`src/rtl/cfg_regs_consts.svh`:
```
`ifndef CFG_REGS_CONSTS_SVH
`define CFG_REGS_CONSTS_SVH

// register byte offsets on the configuration port
`define ADDR_STAMP_CTRL    15'h003b
`define ADDR_REFOUT_CTRL   15'h003c
`define ADDR_FBDIV_VP      15'h003d
`define ADDR_FBDIV_N       15'h003e
`define ADDR_OSC_BIAS      15'h003f
`define ADDR_EMPHASIS      15'h0048

// reset values
`define RST_STAMP_CTRL     8'h00
`define RST_REFOUT_CTRL    8'h01
`define RST_FBDIV_VP       8'h00
`define RST_FBDIV_N        8'h20
`define RST_OSC_BIAS       8'h4f
`define RST_EMPHASIS       8'h00
`define RD_UNMAPPED        8'h00

// field positions
`define BIT_STAMP_RECV     0
`define BIT_STAMP_LOWVOLT  1
`define BIT_REFOUT_EN      0
`define FLD_P_DIV          3:2
`define FLD_V_DIV          1:0
`define FLD_N_DIV          5:0
`define FLD_OSC_BIAS       6:0
`define FLD_EMPHASIS       3:0

// divider codes and ratios
`define DIV_CODE_0         2'h0
`define DIV_CODE_1         2'h1
`define DIV_CODE_2         2'h2
`define P_RATIO_0          3'h1
`define P_RATIO_1          3'h2
`define P_RATIO_2          3'h4
`define V_RATIO_0          3'h5
`define V_RATIO_1          3'h4
`define V_RATIO_2          3'h3
`define RATIO_RESERVED     3'h0

`endif

```
`src/rtl/cfg_regs_pkg.sv`:
```
package cfg_regs_pkg;

	typedef logic [7:0]  reg_byte_t;
	typedef logic [14:0] reg_addr_t;
	typedef logic [2:0]  div_ratio_t;

	// register selected by an address
	typedef enum logic [2:0] {
		SEL_NONE     = 3'b000,
		SEL_STAMP    = 3'b001,
		SEL_REFOUT   = 3'b010,
		SEL_FBDIV_VP = 3'b011,
		SEL_FBDIV_N  = 3'b100,
		SEL_OSC_BIAS = 3'b101,
		SEL_EMPHASIS = 3'b110
	} reg_sel_e;

endpackage

```
`src/rtl/level_sync.sv`:
```
`timescale 1ns/100ps
`default_nettype none

module level_sync (
	input  wire logic ref_clk,
	input  wire logic resetn,
	input  wire logic async_in,
	output logic      sync_out
);

	logic meta_ff;
	logic nxt_meta;
	logic sync_ff;
	logic nxt_sync;

	// first stage feeds only the second stage
	always_comb begin
		nxt_meta = async_in;
		nxt_sync = meta_ff;
	end

	always_ff @(posedge ref_clk) begin
		if (!resetn) begin
			meta_ff <= 1'b0;
			sync_ff <= 1'b0;
		end else begin
			meta_ff <= nxt_meta;
			sync_ff <= nxt_sync;
		end
	end

	assign sync_out = sync_ff;

endmodule

`default_nettype wire

```
`src/rtl/pll_timestamp_serdes_config_regs.sv`:
```
// How it works
// software rewrites reserved fields with reset values
// stamp bit 1 selects low-voltage receive mode
// stamp bit 0 enables receiver, reset off
// reference output driven when enabled and pll on
// reference enable bit resets to one
// bits 3:2 pick second divider 1/2/4
// bits 1:0 pick first divider 5/4/3
// software resets pll before changing dividers; host model raises synth_reset in the same cycle as the divider write
// third divider holds ratio directly, resets 32
// third divider yields detector feedback clock ratio
// software programs oscillator bias to 0x4a
// one emphasis setting drives all eight lanes
// fields read back last written or reset
`timescale 1ns/100ps
`default_nettype none
`include "cfg_regs_consts.svh"

module pll_timestamp_serdes_config_regs
	import cfg_regs_pkg::*;
#(
	parameter int LANES = 8
) (
	input  wire logic             ref_clk,
	input  wire logic             resetn,
	input  wire logic             wr_en,
	input  wire logic             rd_en,
	input  wire logic [14:0]      addr,
	input  wire logic [7:0]       wr_data,
	input  wire logic             pll_enable,
	output logic      [7:0]       rd_data,
	output logic                  rd_valid,
	output logic                  stamp_receiver_en,
	output logic                  stamp_lowvolt_mode_en,
	output logic                  ref_clock_output_on,
	output logic      [2:0]       p_div_ratio,
	output logic      [2:0]       v_div_ratio,
	output logic      [5:0]       n_div_ratio,
	output logic      [6:0]       oscillator_bias,
	output logic      [LANES*4-1:0] lane_emphasis
);

	// address decode, shared by reads and writes
	function automatic reg_sel_e decode(input reg_addr_t a);
		unique case (a)
			`ADDR_STAMP_CTRL:  decode = SEL_STAMP;
			`ADDR_REFOUT_CTRL: decode = SEL_REFOUT;
			`ADDR_FBDIV_VP:    decode = SEL_FBDIV_VP;
			`ADDR_FBDIV_N:     decode = SEL_FBDIV_N;
			`ADDR_OSC_BIAS:    decode = SEL_OSC_BIAS;
			`ADDR_EMPHASIS:    decode = SEL_EMPHASIS;
			default:           decode = SEL_NONE;
		endcase
	endfunction

	// second divider code to ratio, code 3 gives zero
	function automatic div_ratio_t p_ratio(input logic [1:0] c);
		unique case (c)
			`DIV_CODE_0: p_ratio = `P_RATIO_0;
			`DIV_CODE_1: p_ratio = `P_RATIO_1;
			`DIV_CODE_2: p_ratio = `P_RATIO_2;
			default:     p_ratio = `RATIO_RESERVED;
		endcase
	endfunction

	// first divider code to ratio, code 3 gives zero
	function automatic div_ratio_t v_ratio(input logic [1:0] c);
		unique case (c)
			`DIV_CODE_0: v_ratio = `V_RATIO_0;
			`DIV_CODE_1: v_ratio = `V_RATIO_1;
			`DIV_CODE_2: v_ratio = `V_RATIO_2;
			default:     v_ratio = `RATIO_RESERVED;
		endcase
	endfunction

	reg_sel_e  wr_sel;
	reg_sel_e  rd_sel;
	logic      pll_en_sync;
	reg_byte_t stamp_ff,  nxt_stamp;
	reg_byte_t refout_ff, nxt_refout;
	reg_byte_t vp_ff,     nxt_vp;
	reg_byte_t n_ff,      nxt_n;
	reg_byte_t bias_ff,   nxt_bias;
	reg_byte_t emph_ff,   nxt_emph;
	reg_byte_t rd_data_ff, nxt_rd_data;
	logic      rd_valid_ff, nxt_rd_valid;
	logic      recv_ff, nxt_recv;
	logic      lowv_ff, nxt_lowv;
	logic      refon_ff, nxt_refon;
	logic [2:0] p_ff, nxt_p;
	logic [2:0] v_ff, nxt_v;
	logic [5:0] ndiv_ff, nxt_ndiv;
	logic [6:0] osc_ff, nxt_osc;
	logic [3:0] emph_out_ff, nxt_emph_out;

	// pll enable pin into the clock domain
	level_sync u_pll_en_sync (
		.ref_clk  (ref_clk),
		.resetn   (resetn),
		.async_in (pll_enable),
		.sync_out (pll_en_sync)
	);

	assign wr_sel = decode(addr);
	assign rd_sel = decode(addr);

	// register writes; reserved bits stored as written
	always_comb begin
		nxt_stamp  = stamp_ff;
		nxt_refout = refout_ff;
		nxt_vp     = vp_ff;
		nxt_n      = n_ff;
		nxt_bias   = bias_ff;
		nxt_emph   = emph_ff;
		if (wr_en) begin
			unique case (wr_sel)
				SEL_STAMP:    nxt_stamp  = wr_data;
				SEL_REFOUT:   nxt_refout = wr_data;
				SEL_FBDIV_VP: nxt_vp     = wr_data;
				SEL_FBDIV_N:  nxt_n      = wr_data;
				SEL_OSC_BIAS: nxt_bias   = wr_data;
				SEL_EMPHASIS: nxt_emph   = wr_data;
				SEL_NONE:     nxt_stamp  = stamp_ff;
			endcase
		end
	end

	always_ff @(posedge ref_clk) begin
		if (!resetn) begin
			stamp_ff  <= `RST_STAMP_CTRL;
			refout_ff <= `RST_REFOUT_CTRL;
			vp_ff     <= `RST_FBDIV_VP;
			n_ff      <= `RST_FBDIV_N;
			bias_ff   <= `RST_OSC_BIAS;
			emph_ff   <= `RST_EMPHASIS;
		end else begin
			stamp_ff  <= nxt_stamp;
			refout_ff <= nxt_refout;
			vp_ff     <= nxt_vp;
			n_ff      <= nxt_n;
			bias_ff   <= nxt_bias;
			emph_ff   <= nxt_emph;
		end
	end

	// read path, answer one cycle after rd_en
	always_comb begin
		nxt_rd_valid = rd_en;
		nxt_rd_data  = rd_data_ff;
		if (rd_en) begin
			unique case (rd_sel)
				SEL_STAMP:    nxt_rd_data = stamp_ff;
				SEL_REFOUT:   nxt_rd_data = refout_ff;
				SEL_FBDIV_VP: nxt_rd_data = vp_ff;
				SEL_FBDIV_N:  nxt_rd_data = n_ff;
				SEL_OSC_BIAS: nxt_rd_data = bias_ff;
				SEL_EMPHASIS: nxt_rd_data = emph_ff;
				SEL_NONE:     nxt_rd_data = `RD_UNMAPPED;
			endcase
		end
	end

	always_ff @(posedge ref_clk) begin
		if (!resetn) begin
			rd_data_ff  <= `RD_UNMAPPED;
			rd_valid_ff <= 1'b0;
		end else begin
			rd_data_ff  <= nxt_rd_data;
			rd_valid_ff <= nxt_rd_valid;
		end
	end

	// control outputs follow the new register values
	always_comb begin
		nxt_recv     = nxt_stamp[`BIT_STAMP_RECV];
		nxt_lowv     = nxt_stamp[`BIT_STAMP_LOWVOLT];
		nxt_refon    = nxt_refout[`BIT_REFOUT_EN] & pll_en_sync;
		nxt_p        = p_ratio(nxt_vp[`FLD_P_DIV]);
		nxt_v        = v_ratio(nxt_vp[`FLD_V_DIV]);
		nxt_ndiv     = nxt_n[`FLD_N_DIV];
		nxt_osc      = nxt_bias[`FLD_OSC_BIAS];
		nxt_emph_out = nxt_emph[`FLD_EMPHASIS];
	end

	always_ff @(posedge ref_clk) begin
		if (!resetn) begin
			recv_ff     <= 1'(`RST_STAMP_CTRL >> `BIT_STAMP_RECV);
			lowv_ff     <= 1'(`RST_STAMP_CTRL >> `BIT_STAMP_LOWVOLT);
			refon_ff    <= 1'b0; // synchroniser is cleared too
			p_ff        <= `P_RATIO_0;
			v_ff        <= `V_RATIO_0;
			ndiv_ff     <= 6'(`RST_FBDIV_N);
			osc_ff      <= 7'(`RST_OSC_BIAS);
			emph_out_ff <= 4'(`RST_EMPHASIS);
		end else begin
			recv_ff     <= nxt_recv;
			lowv_ff     <= nxt_lowv;
			refon_ff    <= nxt_refon;
			p_ff        <= nxt_p;
			v_ff        <= nxt_v;
			ndiv_ff     <= nxt_ndiv;
			osc_ff      <= nxt_osc;
			emph_out_ff <= nxt_emph_out;
		end
	end

	assign rd_data               = rd_data_ff;
	assign rd_valid              = rd_valid_ff;
	assign stamp_receiver_en     = recv_ff;
	assign stamp_lowvolt_mode_en = lowv_ff;
	assign ref_clock_output_on   = refon_ff;
	assign p_div_ratio           = p_ff;
	assign v_div_ratio           = v_ff;
	assign n_div_ratio           = ndiv_ff;
	assign oscillator_bias       = osc_ff;

	// same emphasis copied onto every lane
	genvar gi;
	generate
		for (gi = 0; gi < LANES; gi++) begin : g_lane
			assign lane_emphasis[gi*4 +: 4] = emph_out_ff;
		end
	endgenerate
endmodule

`default_nettype wire

```
`config.mk`:
```
export PLATFORM = sky130hd
export DESIGN_NAME = pll_timestamp_serdes_config_regs
export DESIGN_NICKNAME = d
export VERILOG_FILES = /design/src/rtl/cfg_regs_pkg.sv /design/src/rtl/level_sync.sv /design/src/rtl/pll_timestamp_serdes_config_regs.sv
export VERILOG_INCLUDE_DIRS = /design/src /design/src/rtl
export SDC_FILE = /design/constraint.sdc
export NUM_CORES = 1
export LEC_CHECK = 0
export BUFFER_PORTS_ARGS = -buffer_cell sky130_fd_sc_hd__buf_4
export CORE_MARGIN = 2
export CORE_UTILIZATION = 44
export DETAILED_ROUTE_END_ITERATION = 6
export PLACE_DENSITY = 0.69
export REMOVE_ABC_BUFFERS = 1
export SLEW_MARGIN = 10
export SYNTH_ARGS = -nofsm -noshare
export SYNTH_HDL_FRONTEND = slang
export SYNTH_HIERARCHICAL = 1
export SYNTH_SLANG_ARGS = --single-unit
export TNS_END_PERCENT = 10
```
`constraint.sdc`:
```
create_clock -name ref_clk -period 4.84 [get_ports ref_clk]
set_input_delay 0.484 -clock ref_clk [delete_from_list [all_inputs] [get_ports ref_clk]]
set_output_delay 0.484 -clock ref_clk [all_outputs]
set_load 0.01 [all_outputs]
```
-- Word level (Yosys, flattened, before mapping)
Index checks and enable logic that the tools add are counted.
Widths: inputs -> output; s select.
- $add $sub $neg: 0
- mux-type cells: 10
- reductions and logical operators: 9
- shift operators: 0
- div/mod/pow operators: 0
- $lt $le $gt $ge: 0
- $mul: 0
- bitwise operators: 1
- eq/ne operators: 16
- operators by type and width (cell ; number):
    $eq 15x6->1 const B ; 5
    $pmux 8 s7 ; 1
    $pmux 3 s3 ; 2
    $pmux 3 s6 ; 1
    $eq 15x7->1 const B ; 1
    $reduce_and 2->1 ; 6
    $eq 3x3->1 const B ; 3
    $mux 4 ; 2
    $eq 3x2->1 const B ; 2
    $eq 2x1->1 const B ; 2
    $eq 2x2->1 const B ; 2
    $logic_not 2->1 ; 2
    $mux 2 ; 2
    $eq 3x1->1 const B ; 1
    $logic_not 3->1 ; 1
    $mux 1 ; 2
    $and 1x1->1 ; 1
- input port bits: 28
- memories kept: 0
- latch bits: 0
- word-level logic and storage cells: 57
- bits in writable memories: 0
- output and inout bits: 63
- memory bits (read-only): 0
- flip-flop bits (word level): 68

-- Longest topological paths before layout
- depth in word-level cells: 7
- gate-level depth with buffers: 8
- mapped depth without buffers: 5

-- By module
Netlist, hierarchy kept.
- modules (own cells, without submodules) (module ; cells each ; sequential area each (um^2) ; times used ; area each (um^2)):
    pll_timestamp_serdes_config_regs ; 354 ; 1281.2 ; 1 ; 3321.9
    level_sync ; 4 ; 40.0 ; 1 ; 52.6

-- Worst setup path after synthesis
No wires, ideal clock.
- path type: input -> register
- from: input addr[10]
- to: register n_ff[5]
- library setup time: 0.133 ns
- cell stages on the path: 6
- slack: 2.906 ns
- required time: 4.707 ns
- path buffers: 1
- data arrival time: 1.801 ns
- path through: nor4_4 -> nand3_1 -> or4_1 -> buf_2 -> mux2i_1 -> nand2_1
- word-level cells in the longest chain between the ends: 4
- elaborated cells on any way between the ends: 9
- those cells by class: eq/ne (7); mux (1); reduce/logical (1)
- ends and longest elaborated chain (element ; line ; RTL):
    start, declared ; pll_timestamp_serdes_config_regs.sv:28 ; input wire logic [14:0] addr,
    $eq 15x7->1 or $eq 15x6->1 (tied branches) ; pll_timestamp_serdes_config_regs.sv:45 ; unique case (a)
    $pmux 3 s6 (*) ; pll_timestamp_serdes_config_regs.sv:45 ;
    $eq 3x3->1 (*) ; pll_timestamp_serdes_config_regs.sv:116 ; unique case (wr_sel)
    $reduce_and 2->1 (no line) (*) ; -- ;
    end signal, assigned ; pll_timestamp_serdes_config_regs.sv:133 ; n_ff <= `RST_FBDIV_N;
    end signal, assigned ; pll_timestamp_serdes_config_regs.sv:140 ; n_ff <= nxt_n;
    end, declared ; pll_timestamp_serdes_config_regs.sv:82 ; reg_byte_t n_ff, nxt_n;
Mark *: on every way between the ends. The rest lies on a longest branch, timed or not.
A chain may end at the register's enable or synchronous reset.

-- Worst setup path after layout
- from: input addr[6]
- to: register p_ff[0] (netlist: p_div_ratio[0])
- word-level cells in the longest chain between the ends: 7
- elaborated cells on any way between the ends: 14
- those cells by class: eq/ne (9); mux (4); reduce/logical (1)
- ends and longest elaborated chain (element ; line ; RTL):
    $eq 15x7->1 or $eq 15x6->1 (tied branches) ; pll_timestamp_serdes_config_regs.sv:45 ;
    $pmux 3 s6 (*) ; pll_timestamp_serdes_config_regs.sv:45 ;
    $eq 3x2->1 (*) ; pll_timestamp_serdes_config_regs.sv:116 ;
    $mux 4 (*) ; pll_timestamp_serdes_config_regs.sv:116 ;
    $mux 4 (*) ; pll_timestamp_serdes_config_regs.sv:115 ; if (wr_en) begin
    $eq 2x2->1 (tied with other cells) ; pll_timestamp_serdes_config_regs.sv:58 ; unique case (c)
    $pmux 3 s3 (*) ; pll_timestamp_serdes_config_regs.sv:58 ;
    end signal, assigned ; pll_timestamp_serdes_config_regs.sv:190 ; p_ff <= `P_RATIO_0;
    end signal, assigned ; pll_timestamp_serdes_config_regs.sv:199 ; p_ff <= nxt_p;
    end, declared ; pll_timestamp_serdes_config_regs.sv:90 ; logic [2:0] p_ff, nxt_p;
Marks and branches as above.

==> results.sh <==
export IMPL_cts_resized=0
export IMPL_ys_seq_area_share_pct=39.2
export IMPL_synth_edf_count=0
export IMPL_grt_ovfl_total=0
export IMPL_clkLatencyLatePin_ps=340
export IMPL_fillers=645
export IMPL_hold_class="input port to register"
export IMPL_cts_setup_buffers=0
export IMPL_grt_pass1_wl_mm=13.5
export IMPL_htreeDepth=3
export IMPL_path_clk_slew_ps=70
export IMPL_grt_pass1_vias=2533
export IMPL_finClkSkew_ps=4.23
export IMPL_hold_viol=0
export IMPL_syn_inst=358
export IMPL_antenna_found_initial=0
export IMPL_vias=2653
export IMPL_whs_ps=347
export IMPL_multi_input_area_um2=1640
export IMPL_synth_area_um2=3370
export IMPL_outcome="finished, final reports clean"
export IMPL_hpwl_mm=5.65
export IMPL_cts_root_buf="clkbuf_8"
export IMPL_dieWidth_um=91.6
export IMPL_via_per_inst=5.28
export IMPL_drt_iter0_markers=128
export IMPL_end_kind="register"
export IMPL_drv_cap=0
export IMPL_relSlewSlack_pct=29.7
export IMPL_diodes=0
export IMPL_criticalPathCategory="input port to register"
export IMPL_wl_per_cell_um=16.9
export IMPL_track_usage_pct=20.7
export IMPL_r2r_slack_ps=3580
export IMPL_path_buf_inv=1
export IMPL_worst_pin_slew_ps=1050
export IMPL_power_per_cell_area_nw_per_um2=274
export IMPL_most_common_layout_cells="90 x buf_4, 66 x dfxtp_1, 49 x mux2i_1"
export IMPL_fin_crit_ps=2160
export IMPL_layout_commonest_cell="buf_4"
export IMPL_ys_ff_latch=66
export IMPL_grt_start_max_net_pins=68
export IMPL_place_ws_ps=2330
export IMPL_worstPathRequired_ps=5030
export IMPL_crit_arrival_ps=2360
export IMPL_drcViolationCount=0
export IMPL_async_reset_ff_share_pct=0
export IMPL_num_rows=31
export IMPL_worst_path_max_delay_cell="nor3_2"
export IMPL_die_y_um=91.6
export IMPL_ys_warn_count=6
export IMPL_place_congestion=0.830
export IMPL_syn_to_final_growth_pct=17.4
export IMPL_clock_fmax_ghz=0.463
export IMPL_ir_drop_mv=0.151
export IMPL_fin_area_um2=3960
export IMPL_boundaryPins=91
export IMPL_initial_core_util_pct=46.0
export IMPL_p_leak_nw=1.61
export IMPL_worst_slack_ps=2680
export IMPL_drive_above_1_share_pct=29.8
export IMPL_ys_types=42
export IMPL_cts_hold_fix_buffers=0
export IMPL_cts_sinks=66
export IMPL_rsz0062_at_grt="false"
export IMPL_startpoint_type="input port"
export IMPL_port_buffer_count=90
export IMPL_cpPeakStageDelay_ps=720
export IMPL_ff_latch_area_um2=1320
export IMPL_wirelength_mm=8.46
export IMPL_avgSynthCellArea_um2=9.43
export IMPL_dpl_cell_area_um2=3760
export IMPL_numCtsBuffers=9
export IMPL_finalSetupViolCount=0
export IMPL_core_area_um2=7330
export IMPL_finalSetupTns_ps=0
export IMPL_die_area_um2=8390
export IMPL_slew_viol_final=0
export IMPL_path_cells="buf_4 > and4b_1 > nand3b_1 > nor3_2 > or3_1 > o311ai_4"
export IMPL_final_nets=426
export IMPL_first_pass_iters=4
export IMPL_critPathTopFamily="simple AND/OR/NAND/NOR gates"
export IMPL_crit_fanout=10
export IMPL_synthFlopType="dfxtp_1"
export IMPL_cts_tree="done"
export IMPL_clockBufferDepth=2
export IMPL_final_antenna_net_count=0
export IMPL_period_share_pct=44.6
## metal layers
metal / GRT usage [%] / part of all wire, % / vias to the layer above / wire length (um)
met5: 0 / 0 / - / 0
met4: 8.71 / 2.6 / 0 / 220
met3: 5.64 / 6.1 / 18 / 514
met2: 32.7 / 48 / 97 / 4050
met1: 26.5 / 43 / 1249 / 3680
li1: - / - / 1289 / -
## cells by family after synthesis
family	after synthesis	synth area share, %
multiplexers	51	15.2
buffers and inverters	61	12.5
AO/OA/AOI/OAI	49	10.3
AND/OR/NAND/NOR	131	22.9
flip-flops	66	39.2
## sequential cells by signal, indices dropped and copies added (netlist names)
signal                  count
refout_ff                   8
n_ff                        8
rd_valid                    1
u_pll_en_sync/sync_out      1
u_pll_en_sync/meta_ff       1
vp_ff                       8
emph_ff                     8
ref_clock_output_on         1
p_div_ratio                 3
bias_ff                     8
rd_data                     8
stamp_ff                    8
v_div_ratio                 3
## cells in the mapped netlist, drive strengths merged, types with 3 or more instances
cell / instances / area (um^2)
or3: 3 / 18.8
nor2: 11 / 43.8
mux2i: 49 / 490
nor2b: 37 / 231
nor4: 3 / 48.8
clkbuf: 7 / 26.3
o21a: 3 / 22.5
nor3: 12 / 76.3
a21oi: 4 / 20.0
a22oi: 7 / 52.6
a21boi: 9 / 67.6
nor4b: 3 / 26.3
a211oi: 4 / 30.0
nand3b: 7 / 52.6
dfxtp: 66 / 1320
o21ai: 14 / 70.1
buf: 54 / 395
nand3: 3 / 15.0
a2111oi: 4 / 35.0
nand2: 38 / 148
and2: 3 / 18.8
## metrics by stage
step           total power, mW  instances  util [%]
2_1_floorplan            0.579        297         -
3_3_place_gp             0.624        486      51.3
3_5_place_dp             0.624        486      51.3
4_1_cts                   1.09        502      54.1
5_1_grt                   1.13        502      54.1
6_report                  1.09        502      54.1
## power by group
| group | internal (mW) | switching, mW | total [mW] | leakage [nW] |
|---|---|---|---|---|
| logic | 0.0304 | 0.0366 | 0.0670 | 0.969 |
| clock network | 0.263 | 0.211 | 0.474 | 0.105 |
| registers | 0.544 | 0.000296 | 0.544 | 0.533 |
## final cells by class
type	count	area share (%)
flip-flops and latches	66	33.3
clock inverters	5	1.33
multi-input cells	231	41.3
well taps	99	3.13
repair buffers	90	17.1
clock buffers	11	3.82
## path summary, 6_finish.rpt
check / start / endpoint / cells after the start
setup / recovery: addr[6] / p_div_ratio[0] / 6
hold / removal: pll_enable / u_pll_en_sync/meta_ff / 2
setup reg to reg: bias_ff[6] / rd_data[6] / 4
hold reg to reg: u_pll_en_sync/sync_out / ref_clock_output_on / 2
Power figures use the tool's default switching activity.
